`config.mk`:
```
export PLATFORM = sky130hd
export DESIGN_NAME = vas_front
export DESIGN_NICKNAME = d
export VERILOG_FILES = /design/src/design/vas_pkg.sv /design/src/design/vas_front.sv /design/src/design/vas_seq.sv
export VERILOG_INCLUDE_DIRS = /design/src /design/src/design
export SDC_FILE = /design/constraint.sdc
export NUM_CORES = 1
export LEC_CHECK = 0
export ABC_AREA = 1
export BUFFER_PORTS_ARGS = -buffer_cell sky130_fd_sc_hd__buf_2
export CAP_MARGIN = 20
export CELL_PAD_IN_SITES_DETAIL_PLACEMENT = 0
export CELL_PAD_IN_SITES_GLOBAL_PLACEMENT = 2
export CORE_MARGIN = 2
export CORE_UTILIZATION = 30
export CTS_CLUSTER_DIAMETER = 40
export DETAILED_ROUTE_END_ITERATION = 10
export PLACE_DENSITY = 0.81
export SKIP_CTS_REPAIR_TIMING = 1
export SLEW_MARGIN = 10
export SYNTH_ARGS = -nofsm -noshare
export SYNTH_HDL_FRONTEND = slang
export SYNTH_SLANG_ARGS = --single-unit
```
`constraint.sdc`:
```
create_clock -name clock_in -period 2.12 [get_ports clock_in]
set_input_delay 0.106 -clock clock_in [delete_from_list [all_inputs] [get_ports clock_in]]
set_output_delay 0.106 -clock clock_in [all_outputs]
set_load 0.02 [all_outputs]
```
`src/design/vas_consts.svh`:
```
// vas_consts: offsets, field positions, reset values and timing counts
// assumes inclusion by bare name from the slave front end and sequencer
`ifndef VAS_CONSTS_SVH
`define VAS_CONSTS_SVH

// ----------------------------------------
// backplane decode
// ----------------------------------------
`define VAS_AM_SUP 6'h3D
`define VAS_AM_NPRIV 6'h39
`define VAS_VME_STAT_W 17'h00040
`define VAS_DEF_BASE 6'h20
`define VAS_DEF_LVL 3'h0

// ----------------------------------------
// register offsets (apb byte addresses)
// ----------------------------------------
`define VAS_APB_CTRL 8'h00
`define VAS_APB_VECT 8'h04
`define VAS_APB_COUNT 8'h08
`define VAS_APB_PERIOD 8'h0C
`define VAS_APB_SWTRIG 8'h10
`define VAS_APB_STAT 8'h14
`define VAS_APB_SCAN_HI 2'h1

// ----------------------------------------
// field positions
// ----------------------------------------
`define VAS_CTRL_GO 0
`define VAS_CTRL_MODE 1
`define VAS_CTRL_SRC 3
`define VAS_CTRL_GIE 5
`define VAS_CTRL_LAST 8
`define VAS_ST_BUSY 0
`define VAS_ST_DONE 1
`define VAS_ST_PEND 2
`define VAS_ST_GIE 3
`define VAS_VST_DONE 7

// ----------------------------------------
// reset values
// ----------------------------------------
`define VAS_CTRL_RST 12'h000
`define VAS_VECT_RST 8'h0F
`define VAS_COUNT_RST 16'h0001
`define VAS_PERIOD_RST 16'h03E7

// ----------------------------------------
// timing
// ----------------------------------------
`define VAS_CLK_MHZ 100
`define VAS_TPUT_NS 10000
`define VAS_TPUT_CYC ((`VAS_TPUT_NS * `VAS_CLK_MHZ) / 1000)

`endif

```
`src/design/vas_pkg.sv`:
```
// vas_pkg: mode, trigger source and sequencer state types
// assumes nothing beyond a SystemVerilog compiler
`default_nettype none

package vas_pkg;
  typedef enum logic [1:0] {VAS_MODE_BLOCK, VAS_MODE_CONT, VAS_MODE_TSTOP} vas_mode_t;
  typedef enum logic [1:0] {VAS_SRC_TIMER, VAS_SRC_EXT, VAS_SRC_SW} vas_src_t;
  typedef enum {VAS_S_IDLE, VAS_S_WAIT, VAS_S_CONV} vas_state_t;
endpackage : vas_pkg

`default_nettype wire

```
`src/design/vas_front.sv`:
```
// vas_front: backplane slave front end with strapped decode, interrupter,
// apb register file and the acquisition sequencer
// assumes backplane and apb signals synchronous to clock_in
`default_nettype none
`include "vas_consts.svh"

module vas_front
  import vas_pkg::*;
(
  input wire logic clock_in,
  input wire logic sys_rst_in,
  input wire logic psel_in,
  input wire logic penable_in,
  input wire logic pwrite_in,
  input wire logic [7:0] paddr_in,
  input wire logic [31:0] pwdata_in,
  output logic [31:0] prdata_out,
  output logic pready_out,
  output logic pslverr_out,
  input wire logic [23:1] vme_addr_in,
  input wire logic [5:0] vme_am_in,
  input wire logic vme_as_n_in,
  input wire logic vme_ds0_n_in,
  input wire logic vme_ds1_n_in,
  input wire logic vme_write_n_in,
  input wire logic vme_lword_n_in,
  input wire logic vme_iack_n_in,
  input wire logic vme_iackin_n_in,
  output logic vme_iackout_n_out,
  input wire logic [15:0] vme_data_in,
  output logic [15:0] vme_data_out,
  output logic vme_data_oe_out,
  output logic vme_dtack_n_out,
  output logic vme_dtack_oe_out,
  output logic [7:1] vme_irq_n_out,
  output logic [7:1] vme_irq_oe_out,
  input wire logic [5:0] base_address_straps_in,
  input wire logic nonpriv_modifier_strap_in,
  input wire logic [2:0] irq_level_straps_in,
  input wire logic input_type_strap_a_in,
  input wire logic input_type_strap_b_in,
  input wire logic twos_complement_format_in,
  output logic adc_start_out,
  output logic [4:0] adc_chan_out,
  output logic [1:0] adc_gain_out,
  input wire logic adc_done_in,
  input wire logic [11:0] adc_data_in,
  input wire logic ext_trig_n_in,
  output logic trig_out,
  output logic mem_wr_out,
  output logic [15:0] mem_addr_out,
  output logic [15:0] mem_data_out
);
  // ----------------------------------------
  // decode helpers
  // ----------------------------------------
  function automatic logic am_ok(input logic [5:0] am, input logic npriv);
    am_ok = (am == `VAS_AM_SUP) | ((am == `VAS_AM_NPRIV) & npriv);
  endfunction : am_ok

  // identification bytes; the values are arbitrary
  function automatic logic [7:0] id_byte(input logic [4:0] idx);
    id_byte = {3'h2, idx};
  endfunction : id_byte

  logic [5:0] base_q;
  logic npriv_q, se_q, fmt_q;
  logic [2:0] lvl_q;
  logic [11:0] ctrl_q;
  logic [7:0] vector_q;
  logic [15:0] count_q, period_q;
  logic [6:0] scan_q [16];
  logic pend_q, acq_done_q;
  logic ack_q, iak_q, rd_q;
  logic [15:0] vrd_q;
  logic [31:0] prd_q;

  wire busy, blk_done, half_ev;
  wire [3:0] scan_idx;

  // ----------------------------------------
  // straps
  // ----------------------------------------
  // straps are caught while reset is held; moving them later has no effect
  always_ff @(posedge clock_in) begin
    if (sys_rst_in) begin
      base_q <= base_address_straps_in;
      npriv_q <= nonpriv_modifier_strap_in;
      lvl_q <= irq_level_straps_in;
      se_q <= input_type_strap_a_in & input_type_strap_b_in;
      fmt_q <= twos_complement_format_in;
    end
  end

  // ----------------------------------------
  // backplane decode
  // ----------------------------------------
  wire vme_cyc = ~vme_as_n_in & (~vme_ds0_n_in | ~vme_ds1_n_in);
  wire base_hit = vme_addr_in[23:18] == base_q;
  wire dtb_hit = vme_cyc & vme_iack_n_in & vme_lword_n_in &
                 am_ok(vme_am_in, npriv_q) & base_hit;
  wire gie = ctrl_q[`VAS_CTRL_GIE];
  wire irq_act = pend_q & gie & (lvl_q != 3'h0);
  wire our_lvl = irq_act & (vme_addr_in[3:1] == lvl_q);
  wire iack_hit = vme_cyc & ~vme_ds0_n_in & ~vme_iack_n_in & ~vme_iackin_n_in & our_lvl;
  wire respond = dtb_hit | iack_hit;
  wire take = respond & ~ack_q;
  wire [16:0] off = vme_addr_in[17:1];
  wire id_sel = off[16:5] == 12'h000;
  wire stat_sel = off == `VAS_VME_STAT_W;
  wire [7:0] stat_byte = {acq_done_q, 3'h0, gie, pend_q, 2'h0};
  // id and status live on the odd lane; the even lane reads zero
  wire [15:0] vrdat = iack_hit ? {8'h00, vector_q} :
                      id_sel ? {8'h00, id_byte(off[4:0])} :
                      stat_sel ? {8'h00, stat_byte} : 16'h0000;
  wire vme_wr_stat = take & dtb_hit & ~vme_write_n_in & stat_sel & ~vme_ds0_n_in;

  always_ff @(posedge clock_in) begin
    if (sys_rst_in) begin
      ack_q <= 1'b0;
      iak_q <= 1'b0;
      rd_q <= 1'b0;
      vrd_q <= 16'h0000;
    end else if (take) begin
      ack_q <= 1'b1;
      iak_q <= iack_hit;
      rd_q <= vme_write_n_in | iack_hit;
      vrd_q <= vrdat;
    end else if (vme_ds0_n_in && vme_ds1_n_in) begin
      ack_q <= 1'b0;
      iak_q <= 1'b0;
      rd_q <= 1'b0;
    end
  end

  assign vme_dtack_n_out = ~ack_q;
  assign vme_dtack_oe_out = ack_q;
  assign vme_data_out = vrd_q;
  assign vme_data_oe_out = ack_q & rd_q;
  // daisy chain passes on unless this board claims or holds the acknowledge;
  // the pending flag drops at the claim, so the held cycle must keep it back
  assign vme_iackout_n_out = ~(~vme_iackin_n_in & ~vme_iack_n_in & ~vme_as_n_in &
                               ~our_lvl & ~iak_q);

  // ----------------------------------------
  // request lines
  // ----------------------------------------
  genvar gi;
  generate
    for (gi = 1; gi <= 7; gi++) begin : g_irq
      assign vme_irq_oe_out[gi] = irq_act & (lvl_q == 3'(gi));
      assign vme_irq_n_out[gi] = 1'b0;
    end
  endgenerate

  // ----------------------------------------
  // apb slave
  // ----------------------------------------
  wire apb_wr = psel_in & penable_in & pwrite_in;
  wire wr_ctrl = apb_wr & (paddr_in == `VAS_APB_CTRL);
  wire wr_vect = apb_wr & (paddr_in == `VAS_APB_VECT);
  wire wr_count = apb_wr & (paddr_in == `VAS_APB_COUNT);
  wire wr_period = apb_wr & (paddr_in == `VAS_APB_PERIOD);
  wire wr_sw = apb_wr & (paddr_in == `VAS_APB_SWTRIG);
  wire wr_stat = apb_wr & (paddr_in == `VAS_APB_STAT);
  wire scan_sel = (paddr_in[7:6] == `VAS_APB_SCAN_HI) & (paddr_in[1:0] == 2'h0);
  wire wr_scan = apb_wr & scan_sel;
  wire start_p = wr_ctrl & pwdata_in[`VAS_CTRL_GO];
  wire stop_p = wr_ctrl & ~pwdata_in[`VAS_CTRL_GO];
  wire [31:0] stat_word = {28'h0000000, gie, pend_q, acq_done_q, busy};
  wire [31:0] prdat = (paddr_in == `VAS_APB_CTRL) ? {20'h00000, ctrl_q} :
                      (paddr_in == `VAS_APB_VECT) ? {24'h000000, vector_q} :
                      (paddr_in == `VAS_APB_COUNT) ? {16'h0000, count_q} :
                      (paddr_in == `VAS_APB_PERIOD) ? {16'h0000, period_q} :
                      (paddr_in == `VAS_APB_STAT) ? stat_word :
                      scan_sel ? {25'h0000000, scan_q[paddr_in[5:2]]} : 32'h00000000;

  always_ff @(posedge clock_in) begin
    if (sys_rst_in) prd_q <= 32'h00000000;
    else if (psel_in && !penable_in) prd_q <= prdat;
  end

  assign prdata_out = prd_q;
  assign pready_out = 1'b1;
  assign pslverr_out = 1'b0;

  always_ff @(posedge clock_in) begin
    if (sys_rst_in) ctrl_q <= `VAS_CTRL_RST;
    else if (wr_ctrl) ctrl_q <= pwdata_in[11:0];
    else if (vme_wr_stat) ctrl_q[`VAS_CTRL_GIE] <= vme_data_in[`VAS_ST_GIE];
    else if (blk_done) ctrl_q[`VAS_CTRL_GO] <= 1'b0;
  end

  always_ff @(posedge clock_in) begin
    if (sys_rst_in) begin
      vector_q <= `VAS_VECT_RST;
      count_q <= `VAS_COUNT_RST;
      period_q <= `VAS_PERIOD_RST;
    end else begin
      if (wr_vect) vector_q <= pwdata_in[7:0];
      if (wr_count) count_q <= pwdata_in[15:0];
      if (wr_period) period_q <= pwdata_in[15:0];
    end
  end

  generate
    for (gi = 0; gi < 16; gi++) begin : g_scan
      always_ff @(posedge clock_in) begin
        if (sys_rst_in) scan_q[gi] <= 7'h00;
        else if (wr_scan && paddr_in[5:2] == 4'(gi)) scan_q[gi] <= pwdata_in[6:0];
      end
    end
  endgenerate

  // ----------------------------------------
  // interrupt and completion flags
  // ----------------------------------------
  // a new event in the clearing cycle keeps the flag set
  wire ev = blk_done | half_ev;
  wire pend_clr = (wr_stat & pwdata_in[`VAS_ST_PEND]) | (take & iack_hit);
  wire done_clr = wr_stat & pwdata_in[`VAS_ST_DONE];

  always_ff @(posedge clock_in) begin
    if (sys_rst_in) begin
      pend_q <= 1'b0;
      acq_done_q <= 1'b0;
    end else begin
      pend_q <= ev | (pend_q & ~pend_clr);
      acq_done_q <= blk_done | (acq_done_q & ~done_clr);
    end
  end

  // ----------------------------------------
  // sequencer
  // ----------------------------------------
  vas_seq u_seq (
    .clock_in(clock_in),
    .sys_rst_in(sys_rst_in),
    .start_in(start_p),
    .stop_in(stop_p),
    .mode_in(ctrl_q[`VAS_CTRL_MODE+1:`VAS_CTRL_MODE]),
    .src_in(ctrl_q[`VAS_CTRL_SRC+1:`VAS_CTRL_SRC]),
    .count_in(count_q),
    .period_in(period_q),
    .sw_trig_in(wr_sw),
    .ext_trig_n_in(ext_trig_n_in),
    .scan_last_in(ctrl_q[`VAS_CTRL_LAST+3:`VAS_CTRL_LAST]),
    .scan_entry_in(scan_q[scan_idx]),
    .single_ended_in(se_q),
    .twos_in(fmt_q),
    .adc_done_in(adc_done_in),
    .adc_data_in(adc_data_in),
    .scan_idx_out(scan_idx),
    .adc_start_out(adc_start_out),
    .adc_chan_out(adc_chan_out),
    .adc_gain_out(adc_gain_out),
    .trig_out(trig_out),
    .mem_wr_out(mem_wr_out),
    .mem_addr_out(mem_addr_out),
    .mem_data_out(mem_data_out),
    .busy_out(busy),
    .block_done_out(blk_done),
    .half_full_out(half_ev)
  );

  wire [7:0] lvl_onehot = 8'h01 << lvl_q;
endmodule : vas_front

`default_nettype wire

```
`src/design/vas_seq.sv`:
```
// vas_seq: acquisition sequencer, scan walk, triggers and sample store
// assumes adc and trigger pins synchronous to clock_in
`default_nettype none
`include "vas_consts.svh"

module vas_seq
  import vas_pkg::*;
(
  input wire logic clock_in,
  input wire logic sys_rst_in,
  input wire logic start_in,
  input wire logic stop_in,
  input wire logic [1:0] mode_in,
  input wire logic [1:0] src_in,
  input wire logic [15:0] count_in,
  input wire logic [15:0] period_in,
  input wire logic sw_trig_in,
  input wire logic ext_trig_n_in,
  input wire logic [3:0] scan_last_in,
  input wire logic [6:0] scan_entry_in,
  input wire logic single_ended_in,
  input wire logic twos_in,
  input wire logic adc_done_in,
  input wire logic [11:0] adc_data_in,
  output logic [3:0] scan_idx_out,
  output logic adc_start_out,
  output logic [4:0] adc_chan_out,
  output logic [1:0] adc_gain_out,
  output logic trig_out,
  output logic mem_wr_out,
  output logic [15:0] mem_addr_out,
  output logic [15:0] mem_data_out,
  output logic busy_out,
  output logic block_done_out,
  output logic half_full_out
);
  localparam int TPUT_MAX = `VAS_TPUT_CYC;
  localparam logic [9:0] CONV_LAST = 10'(`VAS_TPUT_CYC - 1);

  vas_state_t st_q, st_d;
  logic ext_q, armed_q, trig_q, start_q, wr_q, done_q, half_q;
  logic [15:0] tmr_q, cnt_q, addr_q, waddr_q, data_q;
  logic [9:0] ctmr_q;
  logic [3:0] idx_q;
  logic [4:0] chan_q;
  logic [1:0] gain_q;

  // ----------------------------------------
  // triggers
  // ----------------------------------------
  wire busy = st_q != VAS_S_IDLE;
  wire ext_fall = ext_q & ~ext_trig_n_in;
  wire tick = busy & (tmr_q == 16'h0000);
  wire conv_trig = busy & ((src_in == VAS_SRC_TIMER) ? tick :
                   (src_in == VAS_SRC_EXT) ? ext_fall : sw_trig_in);
  wire stop_acc = busy & (mode_in == VAS_MODE_TSTOP) & ~armed_q &
                  (ext_fall | sw_trig_in);
  wire go_conv = (st_q == VAS_S_WAIT) & conv_trig;
  // a missing adc answer still closes the slot, so throughput never slips
  wire store = (st_q == VAS_S_CONV) & (adc_done_in | (ctmr_q == CONV_LAST));
  wire cnting = (mode_in == VAS_MODE_BLOCK) | ((mode_in == VAS_MODE_TSTOP) & armed_q);
  wire fin = store & cnting & (cnt_q == 16'h0001);

  // ----------------------------------------
  // state
  // ----------------------------------------
  always_comb begin
    st_d = st_q;
    case (st_q)
      VAS_S_IDLE: if (start_in) st_d = VAS_S_WAIT;
      VAS_S_WAIT: if (go_conv) st_d = VAS_S_CONV;
      VAS_S_CONV: if (fin) st_d = VAS_S_IDLE; else if (store) st_d = VAS_S_WAIT;
      default: st_d = VAS_S_IDLE;
    endcase
    if (stop_in) st_d = VAS_S_IDLE;
  end

  always_ff @(posedge clock_in) begin
    if (sys_rst_in) st_q <= VAS_S_IDLE;
    else st_q <= st_d;
  end

  always_ff @(posedge clock_in) begin
    if (sys_rst_in) begin
      ext_q <= 1'b1;
      tmr_q <= 16'h0000;
      ctmr_q <= 10'h000;
      armed_q <= 1'b0;
    end else begin
      ext_q <= ext_trig_n_in;
      tmr_q <= (!busy || tick) ? period_in : tmr_q - 16'h0001;
      ctmr_q <= go_conv ? 10'h000 : ctmr_q + 10'h001;
      armed_q <= busy & (armed_q | stop_acc);
    end
  end

  always_ff @(posedge clock_in) begin
    if (sys_rst_in) begin
      cnt_q <= 16'h0000;
      addr_q <= 16'h0000;
      idx_q <= 4'h0;
    end else if (start_in && !busy) begin
      cnt_q <= count_in;
      addr_q <= 16'h0000;
      idx_q <= 4'h0;
    end else begin
      if (stop_acc) cnt_q <= count_in;
      else if (store && cnting) cnt_q <= cnt_q - 16'h0001;
      if (store) addr_q <= addr_q + 16'h0001;
      if (store) idx_q <= (idx_q == scan_last_in) ? 4'h0 : idx_q + 4'h1;
    end
  end

  // ----------------------------------------
  // outputs
  // ----------------------------------------
  always_ff @(posedge clock_in) begin
    if (sys_rst_in) begin
      chan_q <= 5'h00;
      gain_q <= 2'h0;
    end else if (go_conv) begin
      chan_q <= single_ended_in ? scan_entry_in[4:0] : {1'b0, scan_entry_in[3:0]};
      gain_q <= scan_entry_in[6:5];
    end
  end

  always_ff @(posedge clock_in) begin
    if (sys_rst_in) begin
      trig_q <= 1'b0;
      start_q <= 1'b0;
      wr_q <= 1'b0;
      done_q <= 1'b0;
      half_q <= 1'b0;
      waddr_q <= 16'h0000;
      data_q <= 16'h0000;
    end else begin
      trig_q <= go_conv | stop_acc;
      start_q <= go_conv;
      wr_q <= store;
      done_q <= fin;
      half_q <= store & (addr_q[14:0] == 15'h7FFF);
      if (store) waddr_q <= addr_q;
      if (store) data_q <= {adc_data_in[11] ^ twos_in, adc_data_in[10:0], 4'h0};
    end
  end

  assign scan_idx_out = idx_q;
  assign adc_start_out = start_q;
  assign adc_chan_out = chan_q;
  assign adc_gain_out = gain_q;
  assign trig_out = trig_q;
  assign mem_wr_out = wr_q;
  assign mem_addr_out = waddr_q;
  assign mem_data_out = data_q;
  assign busy_out = busy;
  assign block_done_out = done_q;
  assign half_full_out = half_q;
endmodule : vas_seq

`default_nettype wire

```
# Word level (Yosys, flattened, before mapping)
# Memories as Yosys holds them, arrays and structs flattened. A register that Yosys moved wholly into a read port is not among the register bits.
# Cells that the tools add are included.
[op_classes]
mux = 99
n_eq_ne = 47
n_addsub = 5
reduce_logical = 42
bitwise = 106
[op_table]
columns = ["cell", "count"]
rows = [
  ["2-to-1 mux 16 bit", 8],
  ["2-to-1 mux 32 bit", 4],
  ["2-to-1 mux 7 bit", 18],
  ["one-hot mux 32 bit (3 select lines)", 1],
  ["equality test 32 x 2 -> 1 bit, second input constant", 2],
  ["bitwise AND 1 bit", 61],
  ["2-to-1 mux 1 bit", 61],
  ["equality test 32 x 1 -> 1 bit, second input constant", 1],
  ["equality test 32 x 3 -> 1 bit, second input constant", 1],
  ["equality test 4 bit, second input constant", 8],
  ["zero test 32 bit", 1],
  ["nonzero test 32 bit", 1],
  ["subtractor 16 x 1 -> 16 bit, second input constant", 2],
  ["OR 1 bit", 29],
  ["2-to-1 mux 8 bit", 3],
  ["logical AND 1 bit", 20],
  ["equality test 17 x 7 -> 1 bit, second input constant", 1],
  ["adder 16 x 1 -> 16 bit, second input constant", 1],
  ["equality test 16 x 1 -> 1 bit, second input constant", 1],
  ["equality test 4 x 3 -> 1 bit, second input constant", 4],
  ["equality test 8 x 4 -> 1 bit, second input constant", 2],
  ["equality test 8 x 5 -> 1 bit, second input constant", 2],
  ["zero test 16 bit", 1],
  ["equality test 15 bit, second input constant", 1],
  ["32 further kinds", 65],
]
[word_totals]
regBits = 253
word_cells = 335
ram_bits = 112
mem_count = 1
output_inout_bits = 110
inputBits = 124
[memory_table]
columns = ["memory", "words", "word_bits", "rd", "rd_ports_with_merged_regs", "wr", "line_no", "source"]
rows = [
  ["scan_q", 16, 7, 2, 1, 16, "vas_front.sv:72", "logic [6:0] scan_q [16];"],
]

# Logic depth before layout (Yosys ltp)
# Gate-level depths: netlist (run 1).
[depth]
word_depth = 15
mapped_depth = 15
mapped_depth_nobuf = 13

# Modules after synthesis
# A second synthesis (run 1) with hierarchy kept.
[unflattened]
cells_unflattened = 2048
area_unflattened_um2 = 16000.3
[modules_own_cells]
columns = ["mod", "area_per_inst_um2", "cells_each", "seq_area_each_um2", "instances"]
rows = [
  ["vas_front", 10889.2, 1328, 5345.1, 1],
  ["vas_seq", 5111.2, 720, 2122.0, 1],
]

# Worst setup path after synthesis (run 1)
# Ideal clock, no wire load.
[synth_path]
path_type = "input to register"
from = "in paddr_in[1]"
to = "mem scan_q[12][0] (enable)"
t_arrival_ns = 1.615
setup_time_ns = 0.381
cell_stages = 7
required_ns = 1.739
setup_slack_ns = 0.124
n_path_buf = 0
cell_sequence = "nor2_1 > inv_2 > nor3_2 > nand2_1 > nor2_2 > inv_1 > o21ai_0"
[synth_lines]
columns = ["item", "line_no", "source"]
rows = [
  ["start, declared", "vas_front.sv:15", "input wire logic [7:0] paddr_in,"],
  ["end, declared", "vas_front.sv:72", ""],
]

# Worst setup path after layout (run 1)
[layout_path]
from = "reg u_seq.ctmr_q[0]"
to = "reg u_seq.addr_q[11]"
[layout_between]
elab_chain_cells = 3
[layout_rtl]
columns = ["item", "line_no", "source"]
rows = [
  ["start, declared", "vas_seq.sv:43", "logic [9:0] ctmr_q;"],
  ["start signal, assigned", "vas_seq.sv:92", "ctmr_q <= go_conv ? 10'h000 : ctmr_q + 10'h001;"],
  ["equality test 10 bit", "vas_seq.sv:60", "wire store = (st_q == VAS_S_CONV) & (adc_done_in | (ctmr_q == CONV_LAST));"],
  ["OR 1 bit", "vas_seq.sv:60", ""],
  ["bitwise AND 1 bit", "vas_seq.sv:60", ""],
  ["end signal, assigned", "vas_seq.sv:109", "if (store) addr_q <= addr_q + 16'h0001;"],
  ["end, declared", "vas_seq.sv:42", "logic [15:0] tmr_q, cnt_q, addr_q, waddr_q, data_q;"],
]
# No other way between the ends.
# A chain may end at the register's enable or synchronous reset.

==> results of run 1 <==
-- critical path: cells and delay by family, from the launching register on --
kind,cells,cell delay (ns)
buf+inv,1,0.15
simple gates,11,1.20
flops,1,0.33
fa+ha+maj,1,0.17
-- worst max-delay path by stage --
| stage | startpoint | to | slack [ns] | cells past startpoint |
|---|---|---|---|---|
| after detailed placement | u_seq.ctmr_q[0] | u_seq.cnt_q[4] | -0.003 | 13 |
| after global routing | u_seq.ctmr_q[0] | u_seq.cnt_q[5] | 0.01 | 13 |
| after global placement | u_seq.ctmr_q[0] | u_seq.cnt_q[4] | 0.005 | 13 |
| final | u_seq.ctmr_q[0] | u_seq.addr_q[11] | 0.16 | 13 |
| after floorplan | paddr_in[1] | scan_q[12][0] | 0.12 | 7 |
| after CTS | u_seq.ctmr_q[0] | u_seq.cnt_q[4] | -0.01 | 13 |
-- cell families (layout without fill, tap and decap cells) --
group,after synthesis,in the layout,synth area share
adder cells (fa/ha/maj),7,7,0.00572
other,2,37,0.000491
multiplexers,2,2,0.00131
buffers and inverters,296,579,0.0850
AO/OA/AOI/OAI,456,456,0.165
XOR/XNOR,28,28,0.0160
flip-flops,315,315,0.493
AND/OR/NAND/NOR,856,856,0.234
-- power by group through the flow --
stage / clock, mW / sequential, mW / combinational [mW]
3_5_place_dp: 0 / 6.64 / 0.906
2_1_floorplan: 0 / 6.62 / 0.546
4_1_cts: 8.28 / 6.52 / 0.910
5_1_grt: 8.53 / 6.54 / 1.08
3_3_place_gp: 0 / 6.64 / 0.903
6_report: 8.15 / 6.52 / 0.983
-- flip-flops by register name (all words and copies together), names as in the netlist, 2 cells and up, named ones only --
name	cells
scan_q	112
u_seq.scan_idx_out	4
u_seq.tmr_q	16
u_seq.ctmr_q	10
count_q	16
base_q	6
u_seq.st_q	2
ctrl_q	12
vector_q	8
u_seq.cnt_q	16
u_seq.mem_data_out	12
period_q	16
lvl_q	3
u_seq.adc_gain_out	2
vme_data_out	8
u_seq.addr_q	16
u_seq.mem_addr_out	16
u_seq.adc_chan_out	5
prdata_out	16
-- final cells by class --
class / count / area share
clock buffers: 63 / 0.0731
clock inverters: 30 / 0.0132
inverters: 170 / 0.0331
multi-input cells: 1386 / 0.339
flip-flops and latches: 315 / 0.387
well taps: 672 / 0.0431
repair buffers: 316 / 0.111
-- per-stage QoR --
| stage | hold slack (ns) | util | setup slack, ns |
|---|---|---|---|
| final | -0.0292 | 0.388 | 0.160 |
| after detailed placement | 0.284 | 0.344 | -0.00291 |
| after global routing | 0.0194 | 0.388 | 0.0104 |
| after global placement | 0.283 | 0.344 | 0.00506 |
| after floorplan | 0.203 | - | 0.124 |
| after CTS | -0.330 | 0.378 | -0.0147 |
-- Yosys cell counts, drive strengths merged (2+ instances only) --
| cell | n | area (um2) |
|---|---|---|
| nand4 | 29 | 181 |
| buf | 66 | 435 |
| ha | 7 | 87.6 |
| a22oi | 17 | 128 |
| a21oi | 120 | 608 |
| clkinv | 10 | 37.5 |
| inv | 160 | 601 |
| nand2 | 370 | 1400 |
| a31oi | 15 | 93.8 |
| o211ai | 17 | 128 |
| a211oi | 5 | 37.5 |
| nor4 | 7 | 43.8 |
| dfxtp | 191 | 3820 |
| o22ai | 24 | 150 |
| a221oi | 3 | 26.3 |
| conb | 2 | 7.51 |
| edfxtp | 124 | 3720 |
| o221ai | 14 | 123 |
| nor3b | 5 | 37.5 |
| o21ai | 237 | 1190 |
| nor2 | 342 | 1350 |
| clkbuf | 60 | 226 |
| xnor2 | 15 | 131 |
| nor3 | 31 | 171 |
| mux2i | 2 | 20.0 |
| xor2 | 13 | 114 |
| nand3 | 66 | 345 |
| or2 | 3 | 18.8 |
-- routing by layer --
metal	wire (um)	up-vias	part of all wire
li1	-	7082	-
met1	23700	6825	0.44
met2	25200	481	0.47
met3	3560	52	0.067
met4	887	0	0.017
met5	0	-	0
==> impl_metrics.json, run 1 <==
{
  "outcome": "finished with violations",
  "violations": "negative hold slack",
  "p_sw_frac": 0.244,
  "syn_area_per_cell_um2": 7.80,
  "path_cells": "ha_2 -> nand2_1 -> nor2_1 -> nand4_1 -> nand2_2 -> nand2_4 -> nor3_1 -> buf_4 -> nand3_1 -> nor2_1 -> nand2_1 -> nand2_1 -> nor2_1",
  "placed_area_mm2": 0.0173,
  "relSlewSlack": 0.533,
  "leakagePower_nw": 8.17,
  "min-delay-start": "vme_ds1_n_in",
  "die_h_um": 230,
  "worst_pin_slew_ns": 0.701,
  "synthFlopType": "dfxtp_1",
  "worstReg2RegStart": "u_seq.ctmr_q[0]",
  "ir_worst_vdd_mv": 0.740,
  "worstHoldPathCells": 6,
  "hold_path.class": "input pin to flip-flop",
  "post-route-period-util": 0.925,
  "cts_root_buf": "clkbuf_16",
  "clock_power_share": 0.520,
  "cts.clk_slew.worst_paths_ns": 0.05,
  "yosysSeqAreaShare": 0.493,
  "dp.cells": 2812,
  "met3_usage": 0.0367,
  "final_area_mm2": 0.0195,
  "postRouteAntennaNets": 0,
  "multi_input_area_mm2": 0.00662,
  "worstPathArrival_ns": 2.42,
  "synth_edf_count": 124,
  "layout_commonest_cell": "nand2_1",
  "place_hpwl_um": 39100,
  "intPower_mw": 11.8,
  "core_mm2": 0.0503,
  "setup_viol": 0,
  "finish.net_count": 2370,
  "ys_ff_latch": 315,
  "wl_um": 53400,
  "grt_start_max_net_pins": 64,
  "drc": 0,
  "die_w_um": 230,
  "worstRegToRegCells": 13,
  "layout_common_cells": "nand2_1, nor2_1, o21ai_0",
  "grt_antenna_before_repair": 0,
  "p_switching_mw": 3.82,
  "netlist_instances": 1962,
  "crit_slowest_cell": "dfxtp_2",
  "finalMaxSlewViolations": 0,
  "drv_cap": 0,
  "syn_to_final_growth_pct": 27.4,
  "crit_type": "flip-flop to flip-flop",
  "fillers": 5223,
  "met1_usage": 0.264,
  "overflow": 0,
  "holdWs_ns": -0.0292,
  "vias_per_cell": 4.89,
  "clock_skew_ns": 0.0245,
  "first_pass_iters": 5,
  "htree_levels": 2,
  "p_comb_frac": 0.063,
  "crit_fanout": 6,
  "p_seq_frac": 0.417,
  "finalSetupTns_ns": 0,
  "finalCriticalPeriod_ns": 1.96,
  "port_buffers": 165,
  "hold_end": "vme_dtack_oe_out",
  "end_kind": "flip-flop",
  "place.gp.congestion": 0.884,
  "synth-warning-count": 0,
  "top_usage_layer": "met2",
  "hold_viol": 3,
  "cp_data_required_time_ns": 2.58,
  "gr-usage-met2": 0.329,
  "p_per_area_mw_per_mm2": 803,
  "reg2reg_slack_ns": 0.16,
  "grt.total_usage": 0.198,
  "cts_tree": "built",
  "clock_path_buffers": 3,
  "cts_sinks": 315,
  "ff_latch_area_mm2": 0.00755,
  "initial_core_util": 0.304,
  "final_cells": 2952,
  "synth_cell_types": 50,
  "die_area_mm2": 0.0528,
  "vias": 14400,
  "drive_gt1_frac": 0.179,
  "grt_pass1_wl_um": 81300,
  "fmax_ghz": 0.510,
  "grt_pass1_vias": 13800,
  "rsz0062_at_grt": "no",
  "rows": 82,
  "r2r-end": "u_seq.addr_q[11]",
  "drt_iter0_drc": 1161,
  "antenna_cells": 0,
  "cp-start-kind": "flip-flop",
  "cpPeakStageDelay_ns": 0.33,
  "netlist_area_mm2": 0.0153,
  "wl_per_cell_um": 18.1,
  "clkLatencyLatePin_ns": 0.59,
  "async_flop_share": 0,
  "cts_buffers": 50,
  "total_power_mw": 15.7,
  "io_pins": 234
}
Note: power is estimated with default switching activity, not from simulation.
==> run 2: changes to the inputs <==
CORE_UTILIZATION = 28   (was 30)
PLACE_DENSITY = 0.77   (was 0.81)
==> run 2 against run 1 <==
Compared with the run above:
- the flow still finishes with violations (negative hold slack)
- sequential power barely moved
- largest cell class unchanged
- highest routed layer unchanged
- routed wire length up 2.6%
- count of clock-buffer cells in the layout up 1
- largest power group unchanged
- setup slack worse by 0.030 ns
- cell count increased by 1.5%
- hold slack lost 0.0038 ns
- power is 1.8% higher
- clock power grew 3.2%
- non-clock buffer count is 18 higher
==> impl_metrics.json, run 2 (synthesis results as in run 1) <==
{
  "outcome": "finished with violations",
  "violations": "negative hold slack",
  "finalCriticalPeriod_ns": 1.99,
  "drv_cap": 0,
  "worstRegToRegCells": 9,
  "layout_common_cells": "nand2_1, nor2_1, o21ai_0",
  "total_power_mw": 15.9,
  "hold_viol": 5,
  "wl_per_cell_um": 18.3,
  "wl_um": 54800,
  "placed_area_mm2": 0.0174,
  "die_h_um": 238,
  "rsz0062_at_grt": "no",
  "final_area_mm2": 0.0197,
  "grt.total_usage": 0.189,
  "clock_skew_ns": 0.0249,
  "finish.net_count": 2389,
  "crit_fanout": 19,
  "ir_worst_vdd_mv": 0.594,
  "cts_sinks": 315,
  "intPower_mw": 12.0,
  "p_seq_frac": 0.409,
  "vias_per_cell": 4.85,
  "cts_buffers": 51,
  "core_mm2": 0.0539,
  "grt_start_max_net_pins": 68,
  "end_kind": "flip-flop",
  "clock_path_buffers": 3,
  "syn_to_final_growth_pct": 29.1,
  "setup_viol": 0,
  "reg2reg_slack_ns": 0.13,
  "p_switching_mw": 3.94,
  "holdWs_ns": -0.0331,
  "rows": 85,
  "worstPathArrival_ns": 2.50,
  "grt_pass1_vias": 13800,
  "worst_pin_slew_ns": 0.741,
  "drc": 0,
  "leakagePower_nw": 8.32,
  "post-route-period-util": 0.939,
  "cp_data_required_time_ns": 2.63,
  "crit_type": "flip-flop to flip-flop",
  "first_pass_iters": 7,
  "clkLatencyLatePin_ns": 0.60,
  "die_area_mm2": 0.0565,
  "overflow": 0,
  "clock_power_share": 0.528,
  "grt_antenna_before_repair": 0,
  "die_w_um": 238,
  "initial_core_util": 0.284,
  "cp-start-kind": "flip-flop",
  "relSlewSlack": 0.506,
  "r2r-end": "u_seq.adc_gain_out[1]",
  "place_hpwl_um": 40000,
  "port_buffers": 165,
  "min-delay-start": "vme_addr_in[3]",
  "hold_path.class": "input pin to flip-flop",
  "drive_gt1_frac": 0.190,
  "fmax_ghz": 0.502,
  "finalMaxSlewViolations": 0,
  "postRouteAntennaNets": 0,
  "htree_levels": 2,
  "cts_tree": "built",
  "largest_reg_flops": 112,
  "vias": 14500,
  "regMostFlops": "scan_q",
  "place.gp.congestion": 0.910,
  "cp-endpoint": "u_seq.adc_gain_out[1]",
  "layout_commonest_cell": "nand2_1",
  "drt_iter0_drc": 1029,
  "utilization": 0.366,
  "antenna_cells": 0,
  "cts.clk_slew.worst_paths_ns": 0.06,
  "p_sw_frac": 0.247,
  "cts_root_buf": "clkbuf_16",
  "io_pins": 234,
  "p_per_area_mw_per_mm2": 807,
  "p_comb_frac": 0.063,
  "grt_pass1_wl_um": 82000
}
==> run 2: critical path, stage by stage, from the launching register on <==
cell      delay [ns]
dfxtp_1         0.36
clkinv_1        0.08
buf_4           0.26
buf_4           0.24
o21ai_0         0.10
o221ai_1        0.42
o21ai_0         0.18
nand2_1         0.09
nand2_1         0.08
o21ai_1         0.11
==> run 2: through the flow <==
step                setup WS, ns  TNS, ns  hold WS (ns)  std cells
detailed placement        -0.193   -0.193         0.284       2848
global route             0.00472        0       0.00173       2997
floorplan                  0.124        0         0.203       1997
global placement          -0.211   -0.214         0.284       2848
CTS                       -0.219   -0.227        -0.335       2944
finish                     0.129        0       -0.0331       2997
==> run 2: per-layer routing <==
layer / GRT usage / part of all wire / vias to the layer above
li1: - / - / 7117
met1: 0.248 / 0.44 / 6863
met2: 0.314 / 0.47 / 484
met3: 0.0409 / 0.067 / 72
met4: 0.0522 / 0.021 / 0
met5: 0 / 0 / -
==> run 2: layout make-up <==
cell class / instances / area [um2]
Fill cell: 5569 / 34200
Timing Repair Buffer: 334 / 2290
Clock inverter: 32 / 313
Tap cell: 696 / 871
Inverter: 170 / 643
Clock buffer: 64 / 1430
Multi-Input combinational cell: 1386 / 6660
Sequential cell: 315 / 7550
==> run 2: worst min-delay path by stage <==
| stage | depth (start not counted) | endpoint |
|---|---|---|
| after floorplan | 2 | u_seq.ext_q |
| after global placement | 1 | base_q[3] |
| after detailed placement | 1 | base_q[2] |
| after CTS | 1 | npriv_q |
| after global routing | 5 | vme_data_out[2] |
| final | 5 | vme_data_out[2] |
==> run 2: power by group through the flow <==
stage	logic [mW]	registers, mW	clock network, mW
2_1_floorplan	0.546	6.62	0
3_3_place_gp	0.915	6.64	0
3_5_place_dp	0.921	6.64	0
4_1_cts	0.926	6.52	8.57
5_1_grt	1.09	6.53	8.86
6_report	1.00	6.52	8.41
